File: config.mk
export PLATFORM = sky130hd
export DESIGN_NAME = hbgc_gate_control
export DESIGN_NICKNAME = d
export VERILOG_FILES = /design/src/verilog/hbgc_pkg.sv /design/src/verilog/hbgc_gate_control.sv
export SDC_FILE = /design/constraint.sdc
export NUM_CORES = 1
export LEC_CHECK = 0
export CAP_MARGIN = 20
export CORE_MARGIN = 3
export CORE_UTILIZATION = 25
export DETAILED_ROUTE_END_ITERATION = 16
export DONT_BUFFER_PORTS = 1
export GPL_TIMING_DRIVEN = 0
export MAX_ROUTING_LAYER = met4
export PLACE_DENSITY = 0.4
export SLEW_MARGIN = 20
export SYNTH_ARGS = -nofsm -noshare
export SYNTH_HDL_FRONTEND = slang
export SYNTH_SLANG_ARGS = --single-unit
File: constraint.sdc
create_clock -name clk_in -period 2.04 [get_ports clk_in]
set_input_delay 0.306 -clock clk_in [delete_from_list [all_inputs] [get_ports clk_in]]
set_output_delay 0.306 -clock clk_in [all_outputs]
set_load 0.01 [all_outputs]
File: src/verilog/hbgc_pkg.sv
// Package of constants for the H-bridge gate control logic
`default_nettype none
package hbgc_pkg;
  // Clock rate in MHz and current-limit off-time in ns
  localparam int unsigned HBGC_CLK_MHZ = 200;
  localparam int unsigned HBGC_OFF_TIME_NS = 20000;
  // Off-time in clock cycles, rounded down (longest figure)
  localparam int unsigned HBGC_OFF_CYCLES =
    (HBGC_OFF_TIME_NS * HBGC_CLK_MHZ) / 1000;
  // Reset values of the registered outputs
  localparam logic HBGC_FLAG_RST = 1'b1;
  localparam logic HBGC_DRV_RST = 1'b0;
  // Bridge control states, one-hot
  typedef enum logic [3:0] {
    HBGC_SLEEP = 4'h1,
    HBGC_RUN = 4'h2,
    HBGC_LIMIT = 4'h4,
    HBGC_LATCH = 4'h8
  } hbgc_state_t;
endpackage
`default_nettype wire

File: src/verilog/hbgc_gate_control.sv
// Gate control and protection logic of a motor H-bridge
//
// What this block does
// - Disable inputs clear latched tri-state conditions and restore the flag.
// - Undervoltage while awake tri-states both outputs and pulls flag low.
// - Undervoltage end restores flag and outputs without any host toggle.
// - Short circuit latches outputs off and flag low, ignoring phase inputs.
// - Disable A falling or disable B rising clears a latched fault.
// - Enable toggle or supply removal also clears a latched fault.
// - After clearing, outputs follow current inputs unless still overheated.
// - Current-limit trip tri-states outputs for a fixed off-time.
// - Above 160 C the current limit threshold drops to the reduced one.
// - Overtemperature trip latches outputs off and flag low.
// - Fault reset re-enables outputs only below trip minus hysteresis.
// - Power cycle returns the device from any latched fault.
// - Normal operation drives output A from phase A, B from phase B.
// - Any asserted disable tri-states both outputs; logic keeps running.
// - Low or floating enable means sleep with both outputs tri-stated.
`default_nettype none
module hbgc_gate_control
  import hbgc_pkg::*;
#(
  parameter int unsigned OFF_CYCLES = HBGC_OFF_CYCLES
) (
  // Clock and reset
  input wire logic clk_in,
  input wire logic rst_n_in,
  // Host control pins (already resolved to default level when floating)
  input wire logic enable_in,
  input wire logic phase_in_a_in,
  input wire logic phase_in_b_in,
  input wire logic disable_a_active_high_in,
  input wire logic disable_b_active_low_in,
  // Analog sense indications
  input wire logic supply_rail_ok_in,
  input wire logic undervoltage_in,
  input wire logic short_circuit_in,
  input wire logic current_limit_hit_in,
  input wire logic temp_above_foldback_in,
  input wire logic overtemp_trip_point_in,
  input wire logic temp_below_hyst_in,
  // Bridge drive: level and output enable per half-bridge
  output logic bridge_out_a_out,
  output logic bridge_out_a_oe_out,
  output logic bridge_out_b_out,
  output logic bridge_out_b_oe_out,
  // Reduced current limit select and open-drain fault flag
  output logic current_limit_reduced_out,
  output logic fault_flag_n_out,
  output logic fault_flag_n_oe_out
);

  localparam int CNT_W = $clog2(OFF_CYCLES + 1);

  // Two-flop synchronisers for every pin and sense input
  // Every input is asynchronous to clk_in, the sense flags included
  localparam int NSYNC = 12;
  logic [NSYNC-1:0] raw_in;
  logic [NSYNC-1:0] s1_q;
  logic [NSYNC-1:0] s1_d;
  logic [NSYNC-1:0] s2_q;
  logic [NSYNC-1:0] s2_d;

  assign raw_in = {temp_below_hyst_in, overtemp_trip_point_in,
                   temp_above_foldback_in, current_limit_hit_in,
                   short_circuit_in, undervoltage_in, supply_rail_ok_in,
                   disable_b_active_low_in, disable_a_active_high_in,
                   phase_in_b_in, phase_in_a_in, enable_in};

  // Synchroniser next values
  always_comb begin
    s1_d = raw_in;
    s2_d = s1_q;
  end

  // Synchroniser registers; reset values match the floating defaults.
  // Undervoltage reads as present until real samples arrive, so nothing
  // can drive while the chain fills after power-up.
  always_ff @(posedge clk_in) begin
    if (!rst_n_in) begin
      s1_q <= 12'h04E;
      s2_q <= 12'h04E;
    end else begin
      s1_q <= s1_d;
      s2_q <= s2_d;
    end
  end

  // Named views of the synchronised inputs
  logic en_s;
  logic ph_a_s;
  logic ph_b_s;
  logic dis_a_s;
  logic dis_b_n_s;
  logic rail_s;
  logic uv_s;
  logic short_s;
  logic current_limit_threshold_s;
  logic fold_s;
  logic otp_s;
  logic cool_s;
  assign {cool_s, otp_s, fold_s, current_limit_threshold_s, short_s, uv_s, rail_s,
          dis_b_n_s, dis_a_s, ph_b_s, ph_a_s, en_s} = s2_q;

  // Previous values for edge detection on the clearing inputs
  logic dis_a_prev_q;
  logic dis_a_prev_d;
  logic dis_b_prev_q;
  logic dis_b_prev_d;
  logic en_prev_q;
  logic en_prev_d;
  logic rail_prev_q;
  logic rail_prev_d;

  // Main state and latched-fault bookkeeping
  hbgc_state_t state_q;
  hbgc_state_t state_d;
  logic ot_latched_q;
  logic ot_latched_d;
  logic [CNT_W-1:0] off_cnt_q;
  logic [CNT_W-1:0] off_cnt_d;
  logic a_q;
  logic a_d;
  logic a_oe_q;
  logic a_oe_d;
  logic b_q;
  logic b_d;
  logic b_oe_q;
  logic b_oe_d;
  logic flag_oe_q;
  logic flag_oe_d;
  logic reduced_q;
  logic reduced_d;
  logic flag_lvl_q;
  logic flag_lvl_d;

  logic disabled;
  logic clear_req;
  logic fault_now;

  // Edge helpers shared by every clearing input; a clear acts on the
  // transition only, so a pin parked at its clearing level does nothing
  function automatic logic fell(input logic prev, input logic cur);
    return prev & ~cur;
  endfunction

  function automatic logic rose(input logic prev, input logic cur);
    return ~prev & cur;
  endfunction

  // A disable pin counts as asserted when either is set
  assign disabled = dis_a_s | ~dis_b_n_s;
  // Edges that clear a latched fault
  assign clear_req = fell(dis_a_prev_q, dis_a_s)
                   | rose(dis_b_prev_q, dis_b_n_s)
                   | fell(en_prev_q, en_s)
                   | rose(en_prev_q, en_s)
                   | rose(rail_prev_q, rail_s);
  assign fault_now = short_s | otp_s;

  // SLEEP: enable or supply low, bridge tri-stated and flag released.
  // RUN: bridge follows the phase pins unless disabled or undervoltage.
  // LIMIT: fixed off-time after a current-limit trip, then RUN again.
  // LATCH: short or overtemperature held until a clearing edge.
  // Next-state logic of the controller
  always_comb begin
    dis_a_prev_d = dis_a_s;
    dis_b_prev_d = dis_b_n_s;
    en_prev_d = en_s;
    rail_prev_d = rail_s;
    state_d = state_q;
    ot_latched_d = ot_latched_q;
    off_cnt_d = off_cnt_q;
    case (state_q)
      HBGC_SLEEP: begin
        // Sleeping clears nothing latched by itself; the enable edge does.
        // A fault already present on wake with no undervoltage latches at once, so the bridge
        // never drives for a cycle into a short or an overheated die.
        if (en_s && rail_s && fault_now && !uv_s) begin
          state_d = HBGC_LATCH;
          ot_latched_d = otp_s;
        end else if (en_s && rail_s) begin
          state_d = HBGC_RUN;
        end
      end
      HBGC_RUN: begin
        if (!en_s || !rail_s) begin
          state_d = HBGC_SLEEP;
        end else if (fault_now && !uv_s) begin
          state_d = HBGC_LATCH;
          ot_latched_d = otp_s;
        end else if (current_limit_threshold_s && !uv_s && !disabled) begin
          state_d = HBGC_LIMIT;
          off_cnt_d = CNT_W'(OFF_CYCLES);
        end
      end
      HBGC_LIMIT: begin
        // Fixed off-time; a short still latches during it. The count is
        // in clock cycles, so a different clock rate needs a new
        // OFF_CYCLES to keep the same time.
        if (!en_s || !rail_s) begin
          state_d = HBGC_SLEEP;
        end else if (fault_now) begin
          state_d = HBGC_LATCH;
          ot_latched_d = otp_s;
        end else if (off_cnt_q <= CNT_W'(1)) begin
          state_d = HBGC_RUN;
          off_cnt_d = '0;
        end else begin
          off_cnt_d = off_cnt_q - CNT_W'(1);
        end
      end
      HBGC_LATCH: begin
        if (!rail_s) begin
          state_d = HBGC_SLEEP;
          ot_latched_d = 1'b0;
        end else if (otp_s) begin
          ot_latched_d = 1'b1;
        end else if (clear_req && (!ot_latched_q || cool_s)) begin
          // An overtemperature latch re-enables only once cooled below the hysteresis point
          state_d = en_s ? HBGC_RUN : HBGC_SLEEP;
          ot_latched_d = 1'b0;
        end
      end
      default: begin
        state_d = HBGC_SLEEP;
      end
    endcase
  end

  // Output decode: drive only in run state with no disable or undervoltage.
  // Neither undervoltage nor a disable is latched, so drive returns by
  // itself three cycles after either goes away.
  always_comb begin
    a_d = HBGC_DRV_RST;
    b_d = HBGC_DRV_RST;
    a_oe_d = 1'b0;
    b_oe_d = 1'b0;
    flag_oe_d = 1'b0;
    reduced_d = fold_s;
    // Open-drain level never changes; registered so the pin leaves a flop
    flag_lvl_d = ~HBGC_FLAG_RST;
    if (state_d == HBGC_LATCH) begin
      // A fault held through sleep stays hidden until enable returns
      flag_oe_d = en_s;
    end else if (state_d != HBGC_SLEEP) begin
      if (uv_s || disabled) begin
        flag_oe_d = 1'b1;
      end else if (state_d == HBGC_RUN) begin
        a_d = ph_a_s;
        b_d = ph_b_s;
        a_oe_d = 1'b1;
        b_oe_d = 1'b1;
      end
    end
  end

  // Controller and output registers
  always_ff @(posedge clk_in) begin
    if (!rst_n_in) begin
      dis_a_prev_q <= 1'b1;
      dis_b_prev_q <= 1'b0;
      en_prev_q <= 1'b0;
      rail_prev_q <= 1'b0;
      state_q <= HBGC_SLEEP;
      ot_latched_q <= 1'b0;
      off_cnt_q <= '0;
      a_q <= HBGC_DRV_RST;
      b_q <= HBGC_DRV_RST;
      a_oe_q <= 1'b0;
      b_oe_q <= 1'b0;
      flag_oe_q <= 1'b0;
      reduced_q <= 1'b0;
      flag_lvl_q <= ~HBGC_FLAG_RST;
    end else begin
      dis_a_prev_q <= dis_a_prev_d;
      dis_b_prev_q <= dis_b_prev_d;
      en_prev_q <= en_prev_d;
      rail_prev_q <= rail_prev_d;
      state_q <= state_d;
      ot_latched_q <= ot_latched_d;
      off_cnt_q <= off_cnt_d;
      a_q <= a_d;
      b_q <= b_d;
      a_oe_q <= a_oe_d;
      b_oe_q <= b_oe_d;
      flag_oe_q <= flag_oe_d;
      reduced_q <= reduced_d;
      flag_lvl_q <= flag_lvl_d;
    end
  end

  // Open-drain flag: level is always low, enable pulls the pin down
  assign bridge_out_a_out = a_q;
  assign bridge_out_a_oe_out = a_oe_q;
  assign bridge_out_b_out = b_q;
  assign bridge_out_b_oe_out = b_oe_q;
  assign current_limit_reduced_out = reduced_q;
  assign fault_flag_n_out = flag_lvl_q;
  assign fault_flag_n_oe_out = flag_oe_q;

endmodule
`default_nettype wire

-- After elaboration in Yosys (flattened, before gate mapping)
Cells that the tools add are included.
- word-level logic and storage cells: 106
- flip-flop bits (word level): 50
- bitwise gates (word level): 20
- eq/ne operators: 16
- muxes and demuxes: 33
- add/subtract/negate cells: 1
- reductions and logical operators: 21
- order comparisons: 1
- operators with widths (operator ; number):
    12-bit two-way mux ; 6
    4-bit two-way mux ; 11
    12-bit one-hot mux with 2 select lines ; 1
    2-bit inequality test (second input constant) ; 8
    4-bit one-hot mux with 4 select lines ; 1
    12-bit by 1-bit <= comparator with 1-bit output (second input constant) ; 1
    1-bit two-way mux ; 12
    12-bit by 1-bit subtractor with 12-bit output (second input constant) ; 1
    1-bit inverter ; 9
    4-bit by 2-bit equality test with 1-bit output (second input constant) ; 2
    4-bit equality test (second input constant) ; 2
    1-bit logical AND ; 7
    7-bit AND reduction ; 1
    1-bit bitwise OR ; 6
    6-bit AND reduction ; 1
    1-bit bitwise AND ; 5
    1-bit zero test ; 5
    5-bit OR reduction ; 1
    4-bit by 1-bit equality test with 1-bit output (second input constant) ; 1
    4-bit by 3-bit equality test with 1-bit output (second input constant) ; 1
    4-bit by 1-bit inequality test with 1-bit output (second input constant) ; 1
    4-bit inequality test (second input constant) ; 1
    1-bit one-hot mux with 4 select lines ; 1
    4-bit nonzero test ; 1
    4 further kinds ; 6

-- Logic depth before layout (Yosys ltp)
- depth in word-level cells: 14
- mapped depth: 7
- mapped depth without buffers: 7

-- Worst setup path after synthesis
No wires, ideal clock.
- path kind: register to register
- start: register off_cnt_q[4]
- end: register off_cnt_q[7]
- stages on the path, launching flop included: 8
- clock period less this slack: 2.076 ns
- arrival: 1.960 ns
- buffers on the path: 2
- path slack: -0.036 ns
- cells stage by stage: dfxtp_1 > buf_6 > or4_4 > buf_6 > or4_4 > o31ai_1 > a21oi_1 > a31o_1
- cells in the longest elaborated chain, start to end: 5
- elaborated cells between the ends (all ways): 6
- RTL lines (what ; RTL line ; source):
    from (decl) ; hbgc_gate_control.sv:120 ; logic [CNT_W-1:0] off_cnt_q;
    from (signal assigned) ; hbgc_gate_control.sv:282 ; off_cnt_q <= off_cnt_d;
    12-bit by 1-bit subtractor with 12-bit output / 12-bit by 1-bit <= comparator with 1-bit output (equally long branches) ; hbgc_gate_control.sv:210, hbgc_gate_control.sv:206 ;
    12-bit two-way mux (*) ; hbgc_gate_control.sv:206 ; end else if (off_cnt_q <= CNT_W'(1)) begin
    12-bit two-way mux (*) ; hbgc_gate_control.sv:203 ; end else if (fault_now) begin
    12-bit two-way mux (*) ; hbgc_gate_control.sv:201 ; if (!en_s || !rail_s) begin
    12-bit one-hot mux with 2 select lines (*) ; hbgc_gate_control.sv:174 ; case (state_q)
Every way passes the cells marked *; elsewhere a longest branch is shown, timed or not. The select of a mux whose other input is x is not followed.
A chain may end at the register's enable or synchronous reset.

-- Worst setup path in the final report
- start: register off_cnt_q[9]
- end: register b_q (netlist: bridge_out_b_out)
- cells in the longest elaborated chain, start to end: 8
- elaborated cells between the ends (all ways): 11
- RTL lines (what ; RTL line ; source):
    12-bit by 1-bit <= comparator with 1-bit output (*) ; hbgc_gate_control.sv:206 ;
    4-bit two-way mux (*) ; hbgc_gate_control.sv:206 ;
    4-bit two-way mux (*) ; hbgc_gate_control.sv:203 ;
    4-bit two-way mux (*) ; hbgc_gate_control.sv:201 ;
    4-bit one-hot mux with 4 select lines (*) ; hbgc_gate_control.sv:174 ;
    4-bit by 2-bit equality test with 1-bit output / 4-bit by 1-bit inequality test with 1-bit output (equally long branches) ; hbgc_gate_control.sv:249, hbgc_gate_control.sv:246 ;
    1-bit inverter (no line) ; - ;
    5-bit OR reduction (no line) (*) ; - ;
    to (signal assigned) ; hbgc_gate_control.sv:269 ; b_q <= HBGC_DRV_RST;
    to (signal assigned) ; hbgc_gate_control.sv:284 ; b_q <= b_d;
    to (decl) ; hbgc_gate_control.sv:126 ; logic b_q;
Every way passes the cells marked *; elsewhere a longest branch is shown, timed or not.

==> run_results.csv <==
group,metric,value,unit
finish,stdcell_area,2670,um^2
routing,route.vias.total,1827,
worst_hold_path,hp-class,"in -> reg",
routing,drtIter0Drc,126,
pwr,total_power,1641,uW
finish,drive_above_1_share,20.30,%
pwr,pwr_density_cell,614.6,nW/um^2
routing,ant_nets,0,
critical_path,slowest_delay,600,ps
global_route,antenna_found_initial,0,
finish,regArea,1016,um^2
finish,finalNetCount,282,
finish,area_growth,17.06,%
floorplan,start_util,25.90,%
critical_path,r2r_start,"off_cnt_q[9]",
synthesis,ys_types,61,
synthesis,syn-mean-instance-area,9.051,um^2
critical_path,cp_common_cell,"or4_4",
global_route,grt_max_degree,15,
routing,dr.pass1.iters,4,
clock_tree,htreeDepth,2,
pwr,p_leak,0.0009981,uW
clock_tree,cts-root-buf,"clkbuf_8",
finish,fillers,914,
synthesis,yosys.area_share.simple,30.06,%
placement,dp_hpwl,3.742,mm
run_status,outcome,"finished, violations left",
routing,wire_per_inst,14.75,um
sta,setup_tns,-0.01998,ps
synthesis,yosysWarnings,0,
sta,setup_ws,-0.01998,ps
clock_tree,cts_sinks,50,
sta,post-route-period-util,100.0,%
global_route,grt.total_usage,11.85,%
floorplan,row_count,34,
clock_tree,worstSkewPairLatency,300,ps
critical_path,critPathCaptureType,"flop",
worst_hold_path,hold_start,"phase_in_b_in",
routing,totalWireLength,5.518,mm
synthesis,synth_mux_area_share,1.426,%
job,maxCapViolations,0,
synthesis,yosys.area_share.adder,1.097,%
synthesis,synth-compound-area-share,17.28,%
floorplan,pin_count,21,
critical_path,crit_slowest_cell,"or4_4",
clock_tree,cts_tree,"done",
sta,maxSlewViolCount,0,
floorplan,core_area,8806,um^2
critical_path,arrival,2280,ps
critical_path,crit_path_start_kind,"flop",
routing,via_per_inst,4.885,
clock_tree,clkTransAtPathRegs,90,ps
sta,worstMarginPinSlew,585.0,ps
floorplan,fp.dieArea,10310,um^2
clock_tree,cts_buffers,5,
pwr,ir_drop,0.2765,mV
clock_tree,cts_hold_buf,0,
sta,max_slew_margin,61.00,%
clock_tree,clockBufferDepth,2,
sta,period_minus_slack,2040,ps
critical_path,critical_path_class,"reg -> reg",
synthesis,synth_top_family_by_area,"simple AND/OR/NAND/NOR gates",
routing,drc_errors,0,
global_route,grt_pass1_wl,9.273,mm
sta,rsz0062_at_grt,"yes",
sta,setup_viol,1,
critical_path,path_cells,"or4_4, or4_4, nor3_4, o31ai_4, nor3_2",
critical_path,crit_buf_inv,0,
placement,finalWeightedCongestion,0.8409,
critical_path,required,2280,ps
critical_path,cp_max_fo,5,
synthesis,synth-edff-count,0,
critical_path,crit_start,"off_cnt_q[9]",
synthesis,postSynthCellCount,252,
synthesis,syn_nets,268,
run_status,violations,"negative setup slack",
critical_path,crit_family,"simple AND/OR/NAND/NOR gates",
floorplan,chipWidth,101.5,um
finish,multi_input_area,1267,um^2
sta,finalHoldViolations,0,
synthesis,synthXorXnorAreaFrac,0.7680,%
synthesis,ys_seq_elements,50,
sta,max_freq,490.2,MHz
floorplan,chipHeight,101.5,um
synthesis,ys_seq_area_share,43.88,%
synthesis,synthFlopType,"dfxtp_1",
global_route,grt_pass1_vias,1827,
sta,finClkSkew,6.745,ps
global_route,overflow,0,
finish,diodes,0,
synthesis,syn-cell-area,2281,um^2
placement,place_area,2416,um^2
placement,portBuffers,0,
synthesis,postSynth.asyncResetShare,0,%
-- layout make-up --
class / instances / area share [%]
Inverter: 12 / 1.687
Multi-Input combinational cell: 176 / 47.47
Clock buffer: 6 / 2.718
Timing Repair Buffer: 10 / 2.812
Tap cell: 108 / 5.061
Buffer: 11 / 1.921
Sequential cell: 50 / 38.05
Clock inverter: 1 / 0.2812
-- cells in the final DEF, fill, tap and decap left out, types with 2 or more instances in the layout --
cell type,count
clkbuf_1,8
buf_4,12
nor3_1,6
inv_1,12
o31a_1,3
nand2b_1,11
o21bai_1,3
o21a_1,4
o21ai_0,3
nand2_1,19
nor2_2,3
o21ai_1,7
nor4_1,4
dfxtp_2,3
and2_1,20
a31o_1,2
a21boi_1,3
a21oi_1,5
or2_2,2
dfxtp_4,3
dfxtp_1,44
or4_4,3
buf_2,2
nor3_2,2
o22ai_1,4
nor2_1,9
nor2b_1,5
o31ai_1,3
nand3b_1,2
ha_1,2
clkbuf_8,5
nand2_2,2
nand3_1,9
o311ai_1,2
nand4_1,3
or4b_4,2
-- state kept, by name, summed over array words and instances, names as in the netlist, 4 cells and up --
name / cells
off_cnt_q: 12
s1_q: 12
state_q: 4
s2_q: 12
-- worst reg2reg max path, stage by stage, from the launching register on --
cell and delay [ps]:
dfxtp_2 350, or4_4 520, or4_4 600, nor3_4 230
o31ai_4 100, nor3_2 180
-- power by group --
group          internal [uW]  total [uW]  switching, uW
Sequential               996        1010           13.1
Combinational           28.8        70.5           41.7
Clock                    236         561            325
-- layer usage --
layer / track usage (%) / vias up / part of all wire, %
met2: 17.71 / 25 / 46
met3: 1.997 / 11 / 2.4
met1: 15.37 / 876 / 49
met5: - / - / 0
met4: 6.033 / 0 / 2.7
li1: - / 915 / -
-- kinds of logic (layout without fill, tap and decap cells) --
group | Yosys count | after routing
XOR/XNOR | 2 | 2
adder cells (fa/ha/maj) | 2 | 2
AND/OR/NAND/NOR | 115 | 115
flip-flops | 50 | 50
multiplexers | 3 | 3
AO/OA/AOI/OAI | 53 | 53
other | 1 | 1
buffers and inverters | 26 | 40
-- final timing paths --
| check | to | slack, ps | cells past startpoint |
|---|---|---|---|
| setup / recovery | bridge_out_b_out | -0.02 | 5 |
| hold / removal | s1_q[2] | 100 | 1 |
| setup reg to reg | bridge_out_b_out | -0.02 | 5 |
| hold reg to reg | s2_q[6] | 420 | 1 |
-- timing repair --
| item | in CTS | in global routing |
|---|---|---|
| buffers inserted | 4 | 6 |
| pin swaps | 7 | 4 |
| setup endpoints to repair | 18 | 15 |
| endpoints found under the hold margin | 0 | 0 |
| gates resized for setup | 16 | 16 |
-- Yosys cell counts, types with 3 or more instances --
library cell,number,area [um^2]
o31ai_1,3,22.52
inv_1,12,45.04
dfxtp_1,50,1001
nor2_1,12,45.04
nand4_1,3,18.77
nand2b_1,11,68.82
or4b_1,3,30.03
o21ai_0,3,15.01
o31a_1,3,26.28
o21bai_1,3,22.52
o21ai_1,7,35.03
nor2b_1,6,37.54
o22ai_1,4,25.02
and2_1,20,125.1
a21oi_1,5,25.02
clkbuf_1,9,33.78
nor3_1,6,30.03
a21boi_1,3,22.52
nand2_1,20,75.07
o21a_1,4,30.03
nor4_1,5,31.28
nand3_1,9,45.04
-- stage by stage --
stage | hold slack, ps | utilization (%) | worst slack [ps] | cells
5_1_grt | 98.93 | 30.32 | -72.61 | 374
3_5_place_dp | 396.9 | 27.44 | -532.8 | 360
3_3_place_gp | 389.1 | 27.44 | -652.4 | 360
6_report | 100.0 | 30.32 | -0.01998 | 374
2_1_floorplan | 386.3 | - | -7.401 | 252
4_1_cts | 88.01 | 29.26 | -78.96 | 368
No activity file was read; power rests on OpenSTA's default activity.
